`src/verilog/hall_commutation_consts.vh`:
```
// Functional notes
// - event on any hall input transition
// - capture speed timer, clear it next cycle
// - sample hall pattern, select step
// - clockwise table pairs per hall state
// - counterclockwise table pairs per hall state
// - exactly two phases driven each step
// - one step advance per hall transition
// - step tables loadable, not fixed
// - separate tables chosen by direction input
// - gate output k drives switch k
// - mask passes duty, else override level; all gates low after an invalid position
// - three duties shared by output pairs
`ifndef HALL_COMMUTATION_CONSTS_VH
`define HALL_COMMUTATION_CONSTS_VH
`define TIMER_WIDTH 16
`define DUTY_WIDTH 8
`define GATE_COUNT 6
`define TIMER_RESET 16'h0000
`define GATE_RESET 6'h00
// clockwise masks indexed by hall state {a,b,c}
`define CW_000 6'h06
`define CW_001 6'h12
`define CW_011 6'h18
`define CW_100 6'h24
`define CW_110 6'h21
`define CW_111 6'h09
// counterclockwise masks
`define CCW_000 6'h09
`define CCW_001 6'h21
`define CCW_011 6'h24
`define CCW_100 6'h18
`define CCW_110 6'h12
`define CCW_111 6'h06
`endif

```
`src/verilog/hall_commutation_decoder.v`:
```
`timescale 1ns/100ps
`default_nettype none
`include "hall_commutation_consts.vh"
module hall_commutation_decoder #(
    parameter TW = `TIMER_WIDTH,
    parameter DW = `DUTY_WIDTH
) (
    input wire clk_in,
    input wire rstn_in,
    input wire hall_capture_in_a,
    input wire hall_capture_in_b,
    input wire hall_capture_in_c,
    input wire dir_ccw_in,
    input wire table_load_in,
    input wire table_dir_in,
    input wire [2:0] table_index_in,
    input wire [5:0] table_data_in,
    input wire [DW-1:0] duty_0_in,
    input wire [DW-1:0] duty_1_in,
    input wire [DW-1:0] duty_2_in,
    input wire [5:0] override_state_bits_in,
    output reg [5:0] gate_out,
    output reg hall_event_out,
    output reg invalid_pos_out,
    output reg [TW-1:0] speed_capture_out,
    output reg [2:0] hall_state_out,
    output reg [5:0] channel_pass_mask_out
);

////////////////////////////////////////////////////////////////////////////////
// hall pins are asynchronous: two flops before any use
reg [2:0] hall_meta_r;
reg [2:0] hall_sync_r;
reg [2:0] hall_prev_r;
wire hall_change = (hall_sync_r != hall_prev_r);

always @(posedge clk_in) begin
    if (!rstn_in) begin
        hall_meta_r <= 3'h0;
        hall_sync_r <= 3'h0;
        hall_prev_r <= 3'h0;
    end else begin
        hall_meta_r <= {hall_capture_in_a, hall_capture_in_b, hall_capture_in_c};
        hall_sync_r <= hall_meta_r;
        hall_prev_r <= hall_sync_r;
    end
end

////////////////////////////////////////////////////////////////////////////////
// speed timer: captured on the change, cleared on the cycle after
reg [TW-1:0] speed_capture_timer_r;
reg clear_pend_r;

always @(posedge clk_in) begin
    if (!rstn_in) begin
        speed_capture_timer_r <= `TIMER_RESET;
        clear_pend_r <= 1'b0;
        speed_capture_out <= `TIMER_RESET;
        hall_event_out <= 1'b0;
    end else begin
        hall_event_out <= hall_change;
        clear_pend_r <= hall_change;
        if (hall_change)
            speed_capture_out <= speed_capture_timer_r;
        if (clear_pend_r)
            speed_capture_timer_r <= `TIMER_RESET;
        else if (speed_capture_timer_r != {TW{1'b1}})
            speed_capture_timer_r <= speed_capture_timer_r + 1'b1; // saturates on stall
    end
end

////////////////////////////////////////////////////////////////////////////////
// loadable step tables, one per direction; defaults are 60-degree placement
reg [5:0] cw_tab_r [0:7];
reg [5:0] ccw_tab_r [0:7];

function [5:0] cw_default;
    input [2:0] s;
    begin
        case (s)
            3'h0: cw_default = `CW_000;
            3'h1: cw_default = `CW_001;
            3'h3: cw_default = `CW_011;
            3'h4: cw_default = `CW_100;
            3'h6: cw_default = `CW_110;
            3'h7: cw_default = `CW_111;
            default: cw_default = `GATE_RESET;
        endcase
    end
endfunction

function [5:0] ccw_default;
    input [2:0] s;
    begin
        case (s)
            3'h0: ccw_default = `CCW_000;
            3'h1: ccw_default = `CCW_001;
            3'h3: ccw_default = `CCW_011;
            3'h4: ccw_default = `CCW_100;
            3'h6: ccw_default = `CCW_110;
            3'h7: ccw_default = `CCW_111;
            default: ccw_default = `GATE_RESET;
        endcase
    end
endfunction

// a loaded entry counts as valid only with one high and one low switch
function valid_step;
    input [5:0] m;
    begin
        valid_step = (m == 6'h03) ? 1'b0 : (m == 6'h0C) ? 1'b0 : (m == 6'h30) ? 1'b0 :
            ((m[0] + m[2] + m[4]) == 2'd1) && ((m[1] + m[3] + m[5]) == 2'd1);
    end
endfunction

genvar gi;
generate
    for (gi = 0; gi < 8; gi = gi + 1) begin : tab_g
        localparam [2:0] ENTRY = gi;
        always @(posedge clk_in) begin
            if (!rstn_in) begin
                cw_tab_r[gi] <= cw_default(ENTRY);
                ccw_tab_r[gi] <= ccw_default(ENTRY);
            end else if (table_load_in && table_index_in == ENTRY) begin
                if (table_dir_in)
                    ccw_tab_r[gi] <= table_data_in;
                else
                    cw_tab_r[gi] <= table_data_in;
            end
        end
    end
endgenerate

////////////////////////////////////////////////////////////////////////////////
// step select: one new step per detected transition
wire [5:0] step_sel = dir_ccw_in ? ccw_tab_r[hall_sync_r] : cw_tab_r[hall_sync_r];

always @(posedge clk_in) begin
    if (!rstn_in) begin
        hall_state_out <= 3'h0;
        channel_pass_mask_out <= `GATE_RESET;
        invalid_pos_out <= 1'b0;
    end else begin
        invalid_pos_out <= 1'b0;
        if (hall_change) begin
            hall_state_out <= hall_sync_r;
            if (valid_step(step_sel)) begin
                channel_pass_mask_out <= step_sel;
            end else begin
                channel_pass_mask_out <= `GATE_RESET;
                invalid_pos_out <= 1'b1;
            end
        end
    end
end

////////////////////////////////////////////////////////////////////////////////
// duty ramp: free running counter compared against each pair's duty
reg [DW-1:0] ramp_r;
wire [2:0] duty_on = {ramp_r < duty_2_in, ramp_r < duty_1_in, ramp_r < duty_0_in};
reg invalid_hold_r;

always @(posedge clk_in) begin
    if (!rstn_in) begin
        ramp_r <= {DW{1'b0}};
        invalid_hold_r <= 1'b0;
    end else begin
        ramp_r <= ramp_r + 1'b1;
        if (hall_change)
            invalid_hold_r <= !valid_step(step_sel);
    end
end

generate
    for (gi = 0; gi < `GATE_COUNT; gi = gi + 1) begin : gate_g
        always @(posedge clk_in) begin
            if (!rstn_in)
                gate_out[gi] <= 1'b0;
            else if (invalid_hold_r)
                gate_out[gi] <= 1'b0;
            else if (channel_pass_mask_out[gi])
                gate_out[gi] <= duty_on[gi/2];
            else
                gate_out[gi] <= override_state_bits_in[gi];
        end
    end
endgenerate

endmodule
`default_nettype wire

```
`config.mk`:
```
export PLATFORM = sky130hd
export DESIGN_NAME = hall_commutation_decoder
export DESIGN_NICKNAME = d
export VERILOG_FILES = /design/src/verilog/hall_commutation_decoder.v
export VERILOG_INCLUDE_DIRS = /design/src /design/src/verilog
export SDC_FILE = /design/constraint.sdc
export NUM_CORES = 1
export LEC_CHECK = 0
export ABC_AREA = 1
export BUFFER_PORTS_ARGS = -buffer_cell sky130_fd_sc_hd__buf_2
export CORE_MARGIN = 1
export CORE_UTILIZATION = 42
export CTS_BUF_LIST = sky130_fd_sc_hd__clkbuf_16
export CTS_CLUSTER_SIZE = 30
export DETAILED_ROUTE_END_ITERATION = 12
export PLACE_DENSITY = 0.67
export SLEW_MARGIN = 20
export SYNTH_ARGS = -nofsm -noshare
export SYNTH_HDL_FRONTEND = slang
export SYNTH_SLANG_ARGS = --single-unit
```
`constraint.sdc`:
```
create_clock -name clk_in -period 2.1 [get_ports clk_in]
set_input_delay 0.105 -clock clk_in [delete_from_list [all_inputs] [get_ports clk_in]]
set_output_delay 0.105 -clock clk_in [all_outputs]
set_load 0.02 [all_outputs]
```
# Yosys cells after proc, flatten, opt, wreduce, memory -nomap -nowiden
# Memories as Yosys holds them, arrays and structs flattened. A register that Yosys moved wholly into a read port is not among the register bits.
# Cells that the tools add are included.
# op_classes
order_cmp	3
add_sub_neg	6
eq_ne	14
n_reduce_logical	14
n_mux	81
n_bitwise	17
# op_table
operator	count
two-way mux 6 bit	18
two-way mux 1 bit	61
< comparator 8 bit	3
adder 16 x 1 -> 16 bit (second input constant)	1
!= test 16 bit (second input constant)	1
OR 1 bit	16
equality test 3 bit (second input constant)	4
logical AND 1 bit	9
adder 8 x 1 -> 8 bit (second input constant)	1
equality test 3 x 2 -> 1 bit (second input constant)	2
equality test 6 x 2 -> 1 bit (second input constant)	1
equality test 6 x 4 -> 1 bit (second input constant)	1
equality test 6 bit (second input constant)	1
two-way mux 3 bit	2
adder 1 x 1 -> 2 bit	2
adder 2 x 1 -> 2 bit	2
equality test 2 x 1 -> 1 bit (second input constant)	2
OR reduction 2 bit	2
equality test 3 x 1 -> 1 bit (second input constant)	1
zero test 3 bit	1
!= test 3 bit	1
AND reduction 2 bit	1
zero test 1 bit	1
inverter 1 bit	1
# totals
output_inout_bits	33
elab_cells	154
ramBits	96
register_bits	67
mem_count	2
# mem_list
name	depth	width	read_ports	rd_clocked_by_memory_dff	wr	line	text
ccw_tab_r	8	6	1	1	8	hall_commutation_decoder.v:75	reg [5:0] ccw_tab_r [0:7];
cw_tab_r	8	6	1	1	8	hall_commutation_decoder.v:74	reg [5:0] cw_tab_r [0:7];

# Logic depth before layout (Yosys ltp)
# logic_depth
depth_word	9
ltp_mapped	17
depth_no_buf	15

# Least setup slack after synthesis
# Ideal clock, no wire load.
# synth_timing
path_type	register to register
start	register hall_sync_r[0]
end	register invalid_hold_r
required_ps	1986
path_stages_with_launch	17
n_path_buf	3
slack_ps	-60
arrival_ps	2046
cell_sequence	dfxtp_1 > buf_6 > buf_6 > buf_6 > nand2_1 > nand3_1 > nand3_1 > nand3_1 > nand2_2 > fa_1 > nand2_1 > nor3_1 > nand2_1 > inv_2 > nand2_1 > nand2_1 > nand2_1
# synth_via
elab_chain_len	1
# synth_rtl
element	line	text
start: declaration	hall_commutation_decoder.v:33	reg [2:0] hall_sync_r;
start signal: assignment	hall_commutation_decoder.v:44	hall_sync_r <= hall_meta_r;
!= test 3 bit	hall_commutation_decoder.v:35	wire hall_change = (hall_sync_r != hall_prev_r);
end signal: assignment	hall_commutation_decoder.v:170	invalid_hold_r <= !valid_step(step_sel);
end: declaration	hall_commutation_decoder.v:161	reg invalid_hold_r;
# No other way between the ends.
# A chain may end at the register's enable or synchronous reset.

# Worst setup path after layout
# Same ends and word-level chain as after synthesis.

==> results.ini <==
[outcome]
status = finished with violations
violations = negative setup slack

[synth]
ys_seq_elements = 163
syn_area_mm2 = 0.00792
syn_inst = 964
syn-mean-instance-area_um2 = 8.21
ys_seq_area_frac = 0.534
ys_types = 36
yosysWarnings = 0
synth_nets = 1036

[routing]
vias = 6584
drc = 0
wl_mm = 19.7
first_pass_iters = 5
viasPerCell = 4.91
drtIter0Drc = 483
wl_per_cell_um = 14.7
ant_nets = 0

[sta]
setup_viol = 8
tightestPinTransition_ns = 0.798
fmax_mhz = 421
rsz0062_at_grt = true
setup_slack_ns = -0.274
period_needed_ns = 2.37
skew_ns = 0.0106
finalCritPeriodShare = 1.13
hold_viol = 0
maxSlewViolCount = 0
max_slew_margin = 0.467

[worst_setup_path]
worst-path-buf-inv = 3
cp_slowest_cell = fa_1
critPathKind = register to register
max_stage_delay_ns = 0.54
worstPathRequired_ns = 2.43
path_delay_family = simple AND/OR/NAND/NOR gates
crit_fanout = 7
end_kind = register
crit_chain = buf_12, bufbuf_16, nand2_1, nand3_2, nand3_2, nand3_2, nand2_2, fa_1, nand2_1, nor3_2, nand2_1, inv_2, nand2_2, nand2_2, nand2_2
start_kind = register
worstPathArrival_ns = 2.70
cpMostUsedCell = nand2_2

[floorplanning]
die_x_um = 139
io_pins = 80
rows = 49
coreArea_mm2 = 0.0182
initial_core_util = 0.435
die-area_mm2 = 0.0194
die_h_um = 139

[clocking]
clockBufferDepth = 2
clock_latency_ns = 0.43
h-tree-depth = 4
numCtsBuffers = 17
cts_tree = done
clk_pin_slew_worst_paths_ns = 0.07
root_buffer = clkbuf_16
cts_sinks = 163

[layout]
drive_above_1_share = 0.215
final_cells = 1340
n_antenna_cell = 0
nNetsFinal = 1170
final_area_mm2 = 0.00985
syn_to_final_growth_pct = 24.4

[global_route]
overflow = 0
grt_usage = 0.209
grt_antenna_before_repair = 0
grt_max_degree = 36
grt_pass1_wl_mm = 31.3
grt_pass1_vias = 6182

[pwr]
p_leak_nw = 4.62
power_frac_seq = 0.485
combPwrFrac = 0.119
switchingPower_mw = 1.95
p_clk_frac = 0.396
netSwitchingFraction = 0.263
p_int_mw = 5.48
power_density_mw_per_mm2 = 755
peakVddDrop_uv = 600

[place]
post-dp-hpwl_mm = 13.0
dpl_cell_area_mm2 = 0.00878
numPortBuffers = 79
dp_cells = 1276
place_congestion = 0.860

[hold_path]
hp-class = input port to register

[run]
drv_cap = 0

-- sequential cells by signal, summed over array words and instances (netlist names) --
register and flops:
speed_capture_timer_r 16, clear_pend_r 1, invalid_hold_r 1, cw_tab_r 48
hall_meta_r 3, gate_out 6, hall_prev_r 3, hall_sync_r 3
ccw_tab_r 48, speed_capture_out 16, hall_state_out 3, channel_pass_mask_out 6
invalid_pos_out 1, ramp_r 8
-- repair_timing --
action / CTS / global route
pin swaps: 8 / 23
resized for setup: 27 / 22
setup endpoints to repair: 8 / 13
setup buffers: 14 / 6
cloned: 3 / 0
hold endpoints to repair: 9 / 0
hold buffers: 9 / 0
-- path summary, 6_finish.rpt --
path / startpoint / to / slack (ns) / cells after the start
setup / recovery: hall_sync_r[0]$_SDFF_PN0_ / invalid_hold_r$_SDFFE_PN0N_ / -0.27 / 15
hold reg to reg: hall_meta_r[2]$_SDFF_PN0_ / hall_sync_r[2]$_SDFF_PN0_ / 0.41 / 2
setup reg to reg: hall_sync_r[0]$_SDFF_PN0_ / invalid_hold_r$_SDFFE_PN0N_ / -0.27 / 15
hold / removal: table_dir_in / ccw_tab_r[4][4]$_SDFFCE_PN1P_ / 0.17 / 4
-- power by group through the flow --
stage	registers [mW]	clock network [mW]	logic, mW
detailed placement	3.67	0	0.753
global placement	3.67	0	0.744
global route	3.62	3.10	0.979
finish	3.61	2.94	0.887
CTS	3.60	2.98	0.840
floorplan	3.67	0	0.460
-- tightest hold or removal path, delay by kind of cell --
family | cells | cell delay, ns
buffers and inverters | 1 | 0.18
AND/OR/NAND/NOR | 3 | 0.21
-- Yosys cell counts, drive strengths merged --
library cell	instances	area share
xor2	6	0.0066
or2	2	0.0016
edfxtp	96	0.36
a31oi	2	0.0016
nand3	84	0.055
nor3	6	0.0044
inv	152	0.073
fa	2	0.0051
a21o	1	0.00095
xnor2	3	0.0033
nor2	120	0.058
o211ai	6	0.0057
nand4	7	0.0055
clkinv	2	0.00095
nand2	281	0.14
ha	23	0.036
a21oi	30	0.019
o21ai	35	0.022
buf	23	0.022
a21boi	3	0.0028
o31ai	1	0.00095
dfxtp	67	0.17
clkbuf	12	0.0057
-- placed cells by master, fill, tap and decap left out, drive strengths merged --
cell type,count
a21oi,30
dlygate4sd3,9
dfxtp,67
edfxtp,96
xnor2,3
nor2,120
a31oi,2
bufbuf,1
fa,2
xor2,6
nand2,281
clkbuf,18
inv,163
ha,23
nand4,7
nor3,6
nand3,84
o21ai,35
or2,2
clkinv,6
o211ai,6
o31ai,1
a21o,1
buf,139
a21boi,3
-- final cells by class --
cell class / instances / area (um^2)
timing repair inverter: 1 / 8.76
clock inverter: 14 / 97.6
timing repair buffer: 149 / 1090
multi-input combinational: 612 / 3090
tap: 229 / 287
sequential: 163 / 4230
fill: 1671 / 8360
clock buffer: 18 / 450
inverter: 154 / 593
-- cells by family after synthesis --
group,share of synthesized area
adder cells (fa/ha/maj),0.0414
AND/OR/NAND/NOR,0.260
buffers and inverters,0.102
XOR/XNOR,0.00996
flip-flops,0.534
AO/OA/AOI/OAI,0.0531
-- per-layer routing --
layer,share of wire,vias up,global-route usage,routed length (um)
li1,-,3316,-,-
met2,0.46,225,0.339,9080
met3,0.060,33,0.0382,1170
met5,0,-,0,0
met4,0.021,0,0.0830,419
met1,0.46,3010,0.278,9010
-- through the flow --
step / total power [mW] / util / worst slack [ns] / TNS (ns) / hold slack [ns]
final: 7.43 / 0.541 / -0.274 / -1.82 / 0.167
after global routing: 7.70 / 0.541 / -0.412 / -2.93 / 0.175
after CTS: 7.42 / 0.534 / -0.190 / -0.961 / 0.152
after detailed placement: 4.43 / 0.482 / -0.323 / -2.03 / 0.298
after global placement: 4.41 / 0.482 / -0.284 / -1.73 / 0.298
after floorplan: 4.13 / - / -0.0109 / -0.0109 / 0.203
No activity file was read; power rests on OpenSTA's default activity.
